==> src/hdl/fce_pkg.sv <==
// constants and types shared by the flash command engine
package fce_pkg;

   // ------------------------------------------------------------
   // register map (byte addresses)
   // ------------------------------------------------------------
   localparam logic [4:0] OFS_STATUS = 5'h00;
   localparam logic [4:0] OFS_CMD0 = 5'h04;
   localparam logic [4:0] OFS_CMD1 = 5'h08;
   localparam logic [4:0] OFS_CMD2 = 5'h0c;
   localparam logic [4:0] OFS_PROT = 5'h10;
   localparam logic [4:0] OFS_CTRL = 5'h14;

   // ------------------------------------------------------------
   // field positions and reset values
   // ------------------------------------------------------------
   localparam int BIT_CC = 7;
   localparam int BIT_ACC = 5;
   localparam int BIT_PV = 4;
   localparam int BIT_FAIL = 0;
   localparam int BIT_SPECIAL = 0;
   localparam int BIT_SECURE = 1;
   localparam logic RST_CC = 1'b1;
   localparam logic [31:0] RST_PROT = 32'h0000_0000;

   // ------------------------------------------------------------
   // command codes and parameter codes
   // ------------------------------------------------------------
   localparam logic [7:0] CMD_ERASED_SECTION_CHECK = 8'h01;
   localparam logic [7:0] CMD_PROGRAMMED_LONGWORD_CHECK = 8'h02;
   localparam logic [7:0] CMD_SPECIAL_RESOURCE_READ = 8'h03;
   localparam logic [7:0] CMD_LONGWORD_PROGRAM = 8'h06;
   localparam logic [7:0] CMD_SECTOR_ERASE = 8'h09;
   localparam logic [7:0] SEL_NORMAL = 8'h00;
   localparam logic [7:0] SEL_USER = 8'h01;
   localparam logic [7:0] SEL_FACTORY = 8'h02;
   localparam logic [7:0] RES_INFORMATION_ROW = 8'h00;
   localparam logic [7:0] RES_VERSION_ID = 8'h01;
   localparam logic [23:0] RES_INFO_LAST = 24'h00_00ff;
   localparam logic [23:0] RES_VER_LAST = 24'h00_0007;

   // ------------------------------------------------------------
   // array port encodings
   // ------------------------------------------------------------
   localparam logic [2:0] MRG_NORMAL = 3'h0;
   localparam logic [2:0] MRG_USER1 = 3'h1;
   localparam logic [2:0] MRG_FACTORY1 = 3'h2;
   localparam logic [2:0] MRG_USER0 = 3'h3;
   localparam logic [2:0] MRG_FACTORY0 = 3'h4;
   localparam logic [1:0] OP_READ = 2'h0;
   localparam logic [1:0] OP_PROGRAM = 2'h1;
   localparam logic [1:0] OP_ERASE = 2'h2;
   localparam logic [1:0] SPC_MAIN = 2'h0;
   localparam logic [1:0] SPC_INFO = 2'h1;
   localparam logic [1:0] SPC_VERSION = 2'h2;

   // ------------------------------------------------------------
   // sizes
   // ------------------------------------------------------------
   localparam int DEF_FLASH_BYTES = 65536;
   localparam int DEF_SECTOR_BYTES = 1024;

   typedef enum logic [1:0] {ST_IDLE, ST_CHECK, ST_ARRAY} fce_state_t;

endpackage

==> src/hdl/fce_engine.sv <==
// flash command engine: avalon register slave, parameter checks and array sequencing
//
// The placing of the registers and the Avalon-MM interface to the registers were decided locally.
`timescale 1ns/1ps
`default_nettype none

module fce_engine
   import fce_pkg::*;
#(
   parameter int FLASH_BYTES = fce_pkg::DEF_FLASH_BYTES,
   parameter int SECTOR_BYTES = fce_pkg::DEF_SECTOR_BYTES
)
(
   input wire logic clk_in,
   input wire logic nrst_in,
   input wire logic [4:0] avs_address_in,
   input wire logic avs_read_in,
   input wire logic avs_write_in,
   input wire logic [3:0] avs_byteenable_in,
   input wire logic [31:0] avs_writedata_in,
   output logic [31:0] avs_readdata_out,
   output logic avs_waitrequest_out,
   output logic arr_req_out,
   output logic [1:0] arr_op_out,
   output logic [2:0] arr_margin_out,
   output logic [1:0] arr_space_out,
   output logic [23:0] arr_addr_out,
   output logic [31:0] arr_wdata_out,
   input wire logic arr_ack_in,
   input wire logic [31:0] arr_rdata_in,
   output logic busy_out
);
   import fce_pkg::*;

   localparam logic [25:0] FLASH_LIM = 26'(FLASH_BYTES);
   localparam logic [23:0] SECTOR_MASK = 24'(SECTOR_BYTES - 1);
   localparam logic [15:0] SECTOR_WORDS = 16'(SECTOR_BYTES / 4);
   localparam int REGION_SHIFT = $clog2(FLASH_BYTES) - 5;

   typedef struct packed {
      logic waitreq;
      logic [31:0] rdata;
      logic cc;
      logic acc;
      logic pv;
      logic fail;
      logic [11:0][7:0] cmd;
      logic [31:0] prot;
      logic special;
      logic secure;
      fce_state_t state;
      logic [23:0] addr;
      logic [15:0] cnt;
      logic pass;
      logic req;
      logic [1:0] op;
      logic [2:0] margin;
      logic [1:0] space;
      logic [31:0] wdata;
      logic busy;
   } fce_regs_t;

   fce_regs_t s_ff;
   fce_regs_t nxt_s;

   // ------------------------------------------------------------
   // helpers
   // ------------------------------------------------------------
   function automatic logic addr_bad(input logic [23:0] a);
      addr_bad = ({2'b00, a} >= FLASH_LIM) || (a[1:0] != 2'b00);
   endfunction

   function automatic logic is_protected(input logic [31:0] prot, input logic [23:0] a);
      logic [23:0] region;
      region = a >> REGION_SHIFT;
      is_protected = prot[region[4:0]];
   endfunction

   function automatic logic [31:0] merge(input logic [31:0] old, input logic [31:0] wd,
                                          input logic [3:0] be);
      logic [31:0] r;
      r = old;
      for (int i = 0; i < 4; i++)
      begin
         if (be[i])
         begin
            r[8*i +: 8] = wd[8*i +: 8];
         end
      end
      merge = r;
   endfunction

   logic [31:0] cmd_w0;
   logic [31:0] cmd_w1;
   logic [31:0] cmd_w2;
   logic [23:0] cmd_addr;
   logic [15:0] cmd_count;
   logic unavail;
   logic chk_acc;
   logic chk_pv;

   assign cmd_w0 = {s_ff.cmd[0], s_ff.cmd[1], s_ff.cmd[2], s_ff.cmd[3]};
   assign cmd_w1 = {s_ff.cmd[4], s_ff.cmd[5], s_ff.cmd[6], s_ff.cmd[7]};
   assign cmd_w2 = {s_ff.cmd[8], s_ff.cmd[9], s_ff.cmd[10], s_ff.cmd[11]};
   assign cmd_addr = cmd_w0[23:0];
   assign cmd_count = {s_ff.cmd[4], s_ff.cmd[5]};
   assign unavail = s_ff.special && s_ff.secure;

   // ------------------------------------------------------------
   // parameter and protection checks
   // ------------------------------------------------------------
   always_comb
   begin
      chk_acc = 1'b0;
      chk_pv = 1'b0;
      unique case (s_ff.cmd[0])
         CMD_ERASED_SECTION_CHECK:
         begin
            chk_acc = unavail || (s_ff.cmd[6] > SEL_FACTORY) || addr_bad(cmd_addr)
                      || (cmd_count == 16'h0000)
                      || (({2'b00, cmd_addr} + {8'h00, cmd_count, 2'b00}) > FLASH_LIM);
         end
         CMD_PROGRAMMED_LONGWORD_CHECK:
         begin
            chk_acc = unavail || addr_bad(cmd_addr)
                      || !((s_ff.cmd[4] == SEL_USER) || (s_ff.cmd[4] == SEL_FACTORY));
         end
         CMD_SPECIAL_RESOURCE_READ:
         begin
            chk_acc = unavail || (cmd_addr[1:0] != 2'b00)
                      || ((s_ff.cmd[8] == RES_INFORMATION_ROW) && (cmd_addr > RES_INFO_LAST))
                      || ((s_ff.cmd[8] == RES_VERSION_ID) && (cmd_addr > RES_VER_LAST))
                      || (s_ff.cmd[8] > RES_VERSION_ID);
         end
         CMD_LONGWORD_PROGRAM, CMD_SECTOR_ERASE:
         begin
            chk_acc = unavail || addr_bad(cmd_addr);
            chk_pv = is_protected(s_ff.prot, cmd_addr);
         end
         default:
         begin
            chk_acc = 1'b1;
         end
      endcase
   end

   // ------------------------------------------------------------
   // next state
   // ------------------------------------------------------------
   always_comb
   begin
      nxt_s = s_ff;
      // one wait cycle per access, then the answer stands for one cycle
      if (s_ff.waitreq)
      begin
         if (avs_read_in || avs_write_in)
         begin
            nxt_s.waitreq = 1'b0;
            unique case (avs_address_in)
               OFS_STATUS: nxt_s.rdata = 32'(({s_ff.cc, 1'b0, s_ff.acc, s_ff.pv, 3'h0, s_ff.fail}));
               OFS_CMD0: nxt_s.rdata = cmd_w0;
               OFS_CMD1: nxt_s.rdata = cmd_w1;
               OFS_CMD2: nxt_s.rdata = cmd_w2;
               OFS_PROT: nxt_s.rdata = s_ff.prot;
               OFS_CTRL: nxt_s.rdata = {30'h0, s_ff.secure, s_ff.special};
               default: nxt_s.rdata = 32'h0000_0000;
            endcase
         end
      end
      else
      begin
         nxt_s.waitreq = 1'b1;
      end

      // writes land only while idle, so they never race the engine's flag sets
      if (avs_write_in && !s_ff.waitreq && s_ff.cc)
      begin
         unique case (avs_address_in)
            OFS_STATUS:
            begin
               if (avs_byteenable_in[0])
               begin
                  if (avs_writedata_in[BIT_ACC])
                  begin
                     nxt_s.acc = 1'b0;
                  end
                  if (avs_writedata_in[BIT_PV])
                  begin
                     nxt_s.pv = 1'b0;
                  end
                  // old flags decide, so clearing errors and launching needs two writes
                  if (avs_writedata_in[BIT_CC] && !s_ff.acc && !s_ff.pv)
                  begin
                     nxt_s.cc = 1'b0;
                     nxt_s.fail = 1'b0;
                     nxt_s.state = ST_CHECK;
                  end
               end
            end
            OFS_CMD0: {nxt_s.cmd[0], nxt_s.cmd[1], nxt_s.cmd[2], nxt_s.cmd[3]}
                         = merge(cmd_w0, avs_writedata_in, avs_byteenable_in);
            OFS_CMD1: {nxt_s.cmd[4], nxt_s.cmd[5], nxt_s.cmd[6], nxt_s.cmd[7]}
                         = merge(cmd_w1, avs_writedata_in, avs_byteenable_in);
            OFS_CMD2: {nxt_s.cmd[8], nxt_s.cmd[9], nxt_s.cmd[10], nxt_s.cmd[11]}
                         = merge(cmd_w2, avs_writedata_in, avs_byteenable_in);
            OFS_PROT: nxt_s.prot = merge(s_ff.prot, avs_writedata_in, avs_byteenable_in);
            OFS_CTRL:
            begin
               if (avs_byteenable_in[0])
               begin
                  nxt_s.special = avs_writedata_in[BIT_SPECIAL];
                  nxt_s.secure = avs_writedata_in[BIT_SECURE];
               end
            end
            default:
            begin
            end
         endcase
      end

      unique case (s_ff.state)
         ST_IDLE:
         begin
         end
         ST_CHECK:
         begin
            nxt_s.pass = 1'b0;
            nxt_s.addr = cmd_addr;
            nxt_s.cnt = cmd_count;
            nxt_s.op = OP_READ;
            nxt_s.space = SPC_MAIN;
            nxt_s.margin = MRG_NORMAL;
            nxt_s.wdata = cmd_w1;
            if (chk_acc || chk_pv)
            begin
               nxt_s.acc = chk_acc;
               nxt_s.pv = chk_pv && !chk_acc;
               nxt_s.cc = 1'b1;
               nxt_s.state = ST_IDLE;
            end
            else
            begin
               nxt_s.req = 1'b1;
               nxt_s.state = ST_ARRAY;
               unique case (s_ff.cmd[0])
                  CMD_ERASED_SECTION_CHECK: nxt_s.margin = s_ff.cmd[6][2:0];
                  CMD_PROGRAMMED_LONGWORD_CHECK:
                     nxt_s.margin = (s_ff.cmd[4] == SEL_USER) ? MRG_USER1 : MRG_FACTORY1;
                  CMD_SPECIAL_RESOURCE_READ:
                     nxt_s.space = (s_ff.cmd[8] == RES_VERSION_ID) ? SPC_VERSION : SPC_INFO;
                  CMD_LONGWORD_PROGRAM: nxt_s.op = OP_PROGRAM;
                  default:
                  begin
                     nxt_s.op = OP_ERASE;
                     nxt_s.addr = cmd_addr & ~SECTOR_MASK;
                     nxt_s.cnt = SECTOR_WORDS;
                  end
               endcase
            end
         end
         ST_ARRAY:
         begin
            if (arr_ack_in)
            begin
               nxt_s.req = 1'b0;
               nxt_s.cc = 1'b1;
               nxt_s.state = ST_IDLE;
               unique case (s_ff.cmd[0])
                  CMD_PROGRAMMED_LONGWORD_CHECK:
                  begin
                     if (arr_rdata_in != cmd_w2)
                     begin
                        nxt_s.fail = 1'b1;
                     end
                     if (!s_ff.pass)
                     begin
                        nxt_s.pass = 1'b1;
                        nxt_s.margin = (s_ff.margin == MRG_USER1) ? MRG_USER0 : MRG_FACTORY0;
                        nxt_s.req = 1'b1;
                        nxt_s.cc = 1'b0;
                        nxt_s.state = ST_ARRAY;
                     end
                  end
                  CMD_SPECIAL_RESOURCE_READ:
                  begin
                     {nxt_s.cmd[4], nxt_s.cmd[5], nxt_s.cmd[6], nxt_s.cmd[7]} = arr_rdata_in;
                  end
                  CMD_LONGWORD_PROGRAM:
                  begin
                     if (s_ff.pass && ((~s_ff.wdata & arr_rdata_in) != 32'h0000_0000))
                     begin
                        nxt_s.fail = 1'b1;
                     end
                     if (!s_ff.pass)
                     begin
                        nxt_s.pass = 1'b1;
                        nxt_s.op = OP_READ;
                        nxt_s.req = 1'b1;
                        nxt_s.cc = 1'b0;
                        nxt_s.state = ST_ARRAY;
                     end
                  end
                  default:
                  begin
                     // section check, and the verify sweep after a sector erase
                     if (s_ff.op == OP_ERASE)
                     begin
                        nxt_s.op = OP_READ;
                        nxt_s.req = 1'b1;
                        nxt_s.cc = 1'b0;
                        nxt_s.state = ST_ARRAY;
                     end
                     else
                     begin
                        if (arr_rdata_in != 32'hffff_ffff)
                        begin
                           nxt_s.fail = 1'b1;
                        end
                        if (s_ff.cnt != 16'h0001)
                        begin
                           nxt_s.addr = s_ff.addr + 24'h00_0004;
                           nxt_s.cnt = s_ff.cnt - 16'h0001;
                           nxt_s.req = 1'b1;
                           nxt_s.cc = 1'b0;
                           nxt_s.state = ST_ARRAY;
                        end
                     end
                  end
               endcase
            end
         end
      endcase
      // kept as its own flop so the port needs no inverter
      nxt_s.busy = !nxt_s.cc;
   end

   // ------------------------------------------------------------
   // state register
   // ------------------------------------------------------------
   always_ff @(posedge clk_in or negedge nrst_in)
   begin
      if (!nrst_in)
      begin
         s_ff <= '0;
         s_ff.waitreq <= 1'b1;
         s_ff.cc <= RST_CC;
         s_ff.prot <= RST_PROT;
         s_ff.state <= ST_IDLE;
      end
      else
      begin
         s_ff <= nxt_s;
      end
   end

   assign avs_readdata_out = s_ff.rdata;
   assign avs_waitrequest_out = s_ff.waitreq;
   assign arr_req_out = s_ff.req;
   assign arr_op_out = s_ff.op;
   assign arr_margin_out = s_ff.margin;
   assign arr_space_out = s_ff.space;
   assign arr_addr_out = s_ff.addr;
   assign arr_wdata_out = s_ff.wdata;
   assign busy_out = s_ff.busy;

endmodule

`default_nettype wire

==> config.mk <==
export PLATFORM = sky130hd
export DESIGN_NAME = fce_engine
export DESIGN_NICKNAME = d
export VERILOG_FILES = /design/src/hdl/fce_pkg.sv /design/src/hdl/fce_engine.sv
export SDC_FILE = /design/constraint.sdc
export NUM_CORES = 1
export LEC_CHECK = 0
export ABC_AREA = 1
export ABC_CLOCK_PERIOD_IN_PS = 2600
export BUFFER_PORTS_ARGS = -buffer_cell sky130_fd_sc_hd__buf_2
export CAP_MARGIN = 40
export CORE_ASPECT_RATIO = 0.75
export CORE_UTILIZATION = 40
export CTS_CLUSTER_SIZE = 8
export DETAILED_ROUTE_END_ITERATION = 10
export GPL_ROUTABILITY_DRIVEN = 0
export SLEW_MARGIN = 20
export SYNTH_ARGS = -nofsm -noshare
export SYNTH_HDL_FRONTEND = slang
export SYNTH_SLANG_ARGS = --single-unit
export TNS_END_PERCENT = 10
==> constraint.sdc <==
create_clock -name clk_in -period 2.6 [get_ports clk_in]
set_input_delay 0.13 -clock clk_in [delete_from_list [all_inputs] [get_ports clk_in]]
set_output_delay 0.13 -clock clk_in [all_outputs]
set_load 0.02 [all_outputs]
; ---- Yosys cells after proc, flatten, opt, wreduce, memory -nomap -nowiden
; Cells that the tools add are included.
[classes]
add_sub_neg = 3
n_lt_le_gt_ge = 7
eq_ne = 31
mux = 85
bitwise_logic = 2
reduce_logical = 60
[ops]
columns = op, count
row1 = $mux 32, 7
row2 = $pmux 32 s6, 1
row3 = $mux 136, 1
row4 = $mux 8, 17
row5 = $pmux 49 s2, 1
row6 = $mux 40, 2
row7 = $mux 26, 2
row8 = $mux 49, 1
row9 = $reduce_and 3->1, 15
row10 = $mux 42, 1
row11 = $mux 33, 1
row12 = $and 32x32->32, 1
row13 = $ne 32x32->1, 1
row14 = $ne 32x32->1 const B, 1
row15 = $not 32->32, 1
row16 = $reduce_bool 32->1, 1
row17 = $mux 2, 13
row18 = $add 24x18->25, 1
row19 = $gt 25x17->1 const B, 1
row20 = $add 24x3->24 const B, 1
row21 = $eq 8x1->1 const B, 3
row22 = $eq 8x2->1 const B, 3
row23 = $ge 24x17->1 const B, 1
row24 = $gt 24x3->1 const B, 1
row25 = other kinds (41), 110
[totals]
register_bits = 251
in_bits = 78
out_inout_bits = 98
wordCells = 222

; ---- Longest topological paths before layout
[logic_depth]
depth_word = 12
mapped_depth = 23
mapped_depth_nobuf = 22

; ---- Worst setup path after synthesis
; OpenSTA, ideal clock, no wires.
[synth_path]
kind = register to register
startpoint = register s_ff, in the netlist cmd_count[0]
endpoint = register s_ff[53] in the netlist's numbering
setup_ns = 0.117
t_arrival_ns = 2.340
required_time_ns = 2.483
slack_ns = 0.143
path_stages_with_launch = 24
path_buffers = 1
synth_period_minus_slack_ns = 2.457
cell_sequence = dfrtp_1 -> ha_1 -> inv_1 -> fa_1 -> inv_1 -> nand2_1 -> nand2_1 -> nand3_2 -> nand2_1 -> nand2_1 -> nand2_1 -> a21o_1 -> nand2_1 -> nand2_1 -> inv_1 -> nand2_1 -> nand2_1 -> nand2_2 -> nand4_4 -> buf_6 -> nand2_1 -> nand2_1 -> nand2_1 -> nand2_1
[synth_via]
elab_chain_cells = 7
elab_cells_between_ends = 9
classes_between = 1 x add/sub / 1 x order compare / 3 x mux / 4 x reduce/logical
[synth_lines]
columns = element, line
row1 = from (decl), fce_engine.sv:63  ; fce_regs_t s_ff;
row2 = from (signal assigned), fce_engine.sv:352  ; s_ff <= nxt_s;
row3 = $add 24x18->25 / $logic_not 16->1 (equally long branches), "fce_engine.sv:121, fce_engine.sv:120"
row4 = $gt 25x17->1 / $logic_or 1x1->1 (equally long branches), "fce_engine.sv:121, fce_engine.sv:120"
row5 = $logic_or 1x1->1 *, fce_engine.sv:121  ; || (({2'b00, cmd_addr} + {8'h00, cmd_count, 2'b00}) > FLASH_LIM);
row6 = $pmux 1 s4 *, fce_engine.sv:116  ; unique case (s_ff.cmd[0])
row7 = $logic_or 1x1->1 *, fce_engine.sv:234  ; if (chk_acc || chk_pv)
row8 = $mux 26 *, fce_engine.sv:234
row9 = $pmux 49 s2 *, fce_engine.sv:221  ; unique case (s_ff.state)
; Every way passes the cells marked *; elsewhere a longest branch is shown, timed or not.
; A chain may end at the register's enable or synchronous reset.

; ---- Worst setup path after layout
[layout_path]
startpoint = register s_ff, in the netlist cmd_count[10]
endpoint = register s_ff[47] in the netlist's numbering
[layout_via]
elab_chain_cells = 8
elab_cells_between_ends = 14
classes_between = 1 x add/sub / 1 x order compare / 2 x eq/ne / 3 x mux / 7 x reduce/logical
[layout_lines]
columns = element, line
row1 = "parallel branches: the longest is 4 deep, another holds $add 24x18->25", --
row2 = $pmux 1 s4 *, fce_engine.sv:116
row3 = $logic_or 1x1->1 *, fce_engine.sv:234
row4 = $mux 26 *, fce_engine.sv:234
row5 = $pmux 49 s2 *, fce_engine.sv:221
; Every way passes the cells marked *.

==> results by group <==
Yosys
  • Nets in the synthesized netlist: 2119
  • Primary FF master, synth: dfrtp_1
  • Number of library cell types mapped by synthesis: 56
  • Average cell area after synthesis: 7.37 sq um
  • Synth Instances: 2019
  • Total number of yosys warnings: 0
  • Number of flops mapped to enable cells by yosys: 0
  • Area of the mapped netlist: 0.0149 sq mm
  • Async S/R FF share, synth: 100%
  • #FFs+latches synth: 251
  • Part of the Yosys area used for sequential elements: 42.2%

Worst setup path
  • WP data required: 3.03 ns
  • Critical Path End Type: register
  • Reg-to-reg endpoint: s_ff[47]
  • Crit-path most repeated cell: nand2_1
  • CP Launch Point: cmd_count[10]
  • Critical Path Fanout Max: 6
  • Worst Reg-to-Reg Cells: 13
  • Cell with the biggest individual delay on the critical path: nor4_1
  • Critical Path, Cell by Cell: buf_4 > nor2_1 > inv_1 > nor4_1 > o21ai_0 > a21oi_2 > nand4_4 > buf_6 > buf_16 > nand2_1 > nand2_1 > nand2_1 > nand2_1
  • Startpoint of the worst register-to-register path: cmd_count[10]
  • Data arrival at the endpoint of the critical path: 3.17 ns
  • Path type of the worst setup path: register to register
  • Setup slack of the most critical reg-to-reg path: -0.14 ns
  • Delay contributed by the slowest stage of the critical path: 0.54 ns
  • Capture point of the critical path: s_ff[47]
  • Critical path startpoint category: register

STA
  • Number of setup violations in the final report: 29
  • Transition time of the tightest slew-check pin: 0.755 ns
  • Crit path time final: 2.74 ns
  • Peak Freq: 0.365 GHz
  • Part of the cycle the worst path needs: 106%
  • Worst setup margin: -0.143 ns
  • Fin Clk Skew: 0.0225 ns
  • Slew margin rel.: 49.5%
  • Final number of hold-violating endpoints: 0
  • Unrepaired setup endpoints after global routing: yes
  • Final hold slack: 0.0295 ns
  • Final number of max-transition violations: 0

Hold path
  • Hold path cells: 3
  • Worst Hold Class: primary input to register

Die
  • Count of standard-cell rows: 60
  • Die boundary width: 225 um
  • Top-level I/O count: 176
  • Total core area: 0.0363 sq mm
  • Chip Height: 169 um
  • Die Footprint: 0.0380 sq mm
  • Initial cell density of the core: 41.0%

Placed design
  • Number of buffer cells added on primary ports: 175
  • Post-DP Area: 0.0164 sq mm
  • Number of cells in the design after placement: 2642
  • HPWL Detailed: 46.0 mm

Global route
  • Largest net degree at the start of global routing: 78
  • Vias in the first global route: 14293
  • Remaining Overflow, GRT: 0
  • First-pass GRT wire length: 90.0 mm
  • GRT Resource Usage Total: 32.1%
  • Antenna violations before repair: 2

Clocking
  • Number of levels the H-tree was split into: 2
  • Total number of clock tree sinks: 251
  • Later-pin clock latency in the skew report: 0.54 ns
  • Max Root-Sink Buffers: 3
  • Root buffer selected by CTS: clkbuf_16
  • Clock input transition at the sequential cells of the worst setup and hold paths: 0.06 ns
  • Number of clock buffers inserted by TritonCTS: 37
  • TritonCTS clock tree: done

Final layout
  • Count of placed standard cells in the final layout, fillers left out: 2756
  • # nets final: 2342
  • Share of cells above drive strength 1: 19.3%
  • Final standard cell area without fillers: 0.0182 sq mm
  • Synthesis-to-layout area growth: 22.5%
  • Fill cell count: 3582

Routing
  • Length of the first detailed-routing pass in iterations: 6
  • Count of nets left with antenna violations after detail routing: 0
  • Total Wirelength: 60.9 mm
  • Starting DRT DRC Count: 2090
  • # DRC: 0
  • Routed len/inst: 22.1 um
  • Vias per std cell: 5.55
  • Routed vias: 15284

Flow run
  • Number of maximum-capacitance violations: 0

Outcome
  • Violations in the final reports: setup timing
  • Run status: finished, violations left

Power
  • IR Drop Worst-Case VDD: 0.378 mV
  • Reported leakage power: 9.54 nW
  • Pwr dens: 587 mW/mm^2
==> through the flow <==
stage / setup WS (ns) / utilization [%] / total power, W / setup TNS (ns)
after floorplan: 0.143 / - / 0.00553 / 0
after global placement: -0.0407 / 45.2 / 0.00605 / -0.0407
after detailed placement: -0.0834 / 45.2 / 0.00607 / -1.92
after CTS: -0.0761 / 50.0 / 0.0107 / -1.56
after global routing: -0.318 / 50.3 / 0.0111 / -7.59
final: -0.143 / 50.3 / 0.0107 / -2.23
==> cell usage after synthesis, types with 19 or more instances <==
library cell    n  area share, %
nor4_1         24            1.0
a21oi_1        68            2.3
a211oi_1       31            1.6
o21ai_0       201            6.8
inv_1         232            5.9
o22ai_1        29            1.2
ha_1           21            1.8
dfrtp_1       249             42
clkbuf_1       45            1.1
nand3_1        59            2.0
nor2_1        141            3.6
nand2_1       618             16
nand4_1        19           0.80
buf_4          96            4.8
xnor2_1        23            1.4
a221oi_1       24            1.4
==> state kept, by name, indices dropped and copies added, names as in the netlist <==
signal               flops
arr_space_out            2
busy_out                 1
cmd_addr                24
cmd_w0                   8
cmd_count               16
arr_margin_out           3
avs_readdata_out        32
cmd_w2                  32
arr_addr_out            24
cmd_w1                  16
s_ff                    57
avs_waitrequest_out      1
arr_wdata_out           32
arr_op_out               2
arr_req_out              1
==> metal layers <==
metal	wire (um)	GRT usage (%)	vias to the layer above
met2	24400	44.5	1022
met1	25500	45.3	7198
li1	-	-	6939
met5	0	0	-
met4	1830	10.0	0
met3	9100	12.6	125
==> worst max-delay path: cells and delay by family, from the launching register on <==
kind	cells	cell delay [ns]
AOI/OAI and AO/OA	2	0.60
and+or+nand+nor	7	1.01
DFF	1	0.43
buffers and inverters	4	0.57
==> timing repair <==
action	4_1_cts	5_1_grt
setup buffers	8	1
resized for setup	35	43
hold buffers	47	0
pin swaps	15	23
setup endpoints to repair	31	60
hold endpoints to repair	143	0
cloned	3	0
==> cell type report <==
| cell class | instances | area (sq um) | area share (%) |
|---|---|---|---|
| multi-input cells | 1368 | 6940 | 38.1 |
| flip-flops and latches | 251 | 6280 | 34.5 |
| repair buffers | 347 | 2450 | 13.4 |
| clock buffers | 54 | 1030 | 5.66 |
| inverters | 237 | 890 | 4.88 |
| well taps | 496 | 621 | 3.40 |
| clock inverters | 2 | 16.3 | 0.0892 |
| diodes | 1 | 2.50 | 0.0137 |
==> logic make-up after synthesis <==
group / after synthesis / synth area share (%)
adder cells (fa/ha/maj): 22 / 1.90
XOR/XNOR: 34 / 2.00
buffers and inverters: 400 / 12.7
AND/OR/NAND/NOR: 907 / 25.1
AO/OA/AOI/OAI: 403 / 15.8
flip-flops: 251 / 42.2
multiplexers: 2 / 0.151
==> placed cells by master, fill, tap and decap left out, types with 6 or more instances in the layout <==
cell type	n
nor4_1	23
inv_1	229
dfrtp_1	249
o21ai_0	193
nand2_2	33
clkbuf_16	39
nor3_2	7
o22ai_1	29
a211oi_1	31
dlygate4sd3_1	47
nor3_1	13
nand3_2	7
nand4_1	19
nand2_1	582
nor2_1	137
buf_4	112
xor2_1	11
or2_2	10
ha_1	15
o211ai_1	7
xnor2_1	23
inv_2	6
a21oi_1	66
buf_2	174
a221oi_1	24
o21ai_1	12
clkbuf_1	15
nand3_1	53
buf_12	8
==> power breakdown <==
part	internal, W	switching (W)	total [W]
Clock	0.00272	0.00188	0.00459
Sequential	0.00411	0.000209	0.00432
Combinational	0.000613	0.00118	0.00179
Total	0.00744	0.00326	0.0107
==> worst min path at each step <==
stage	slack (ns)	from	endpoint
6_report	0.03	arr_rdata_in[1]	cmd_w1[1]
5_1_grt	0.04	arr_rdata_in[27]	cmd_count[11]
4_1_cts	0.01	arr_rdata_in[30]	cmd_count[14]
3_5_place_dp	0.19	nrst_in	avs_readdata_out[10]
3_3_place_gp	0.18	nrst_in	avs_readdata_out[10]
2_1_floorplan	-0.17	nrst_in	arr_addr_out[0]
Note: power is estimated with default switching activity, not from simulation.
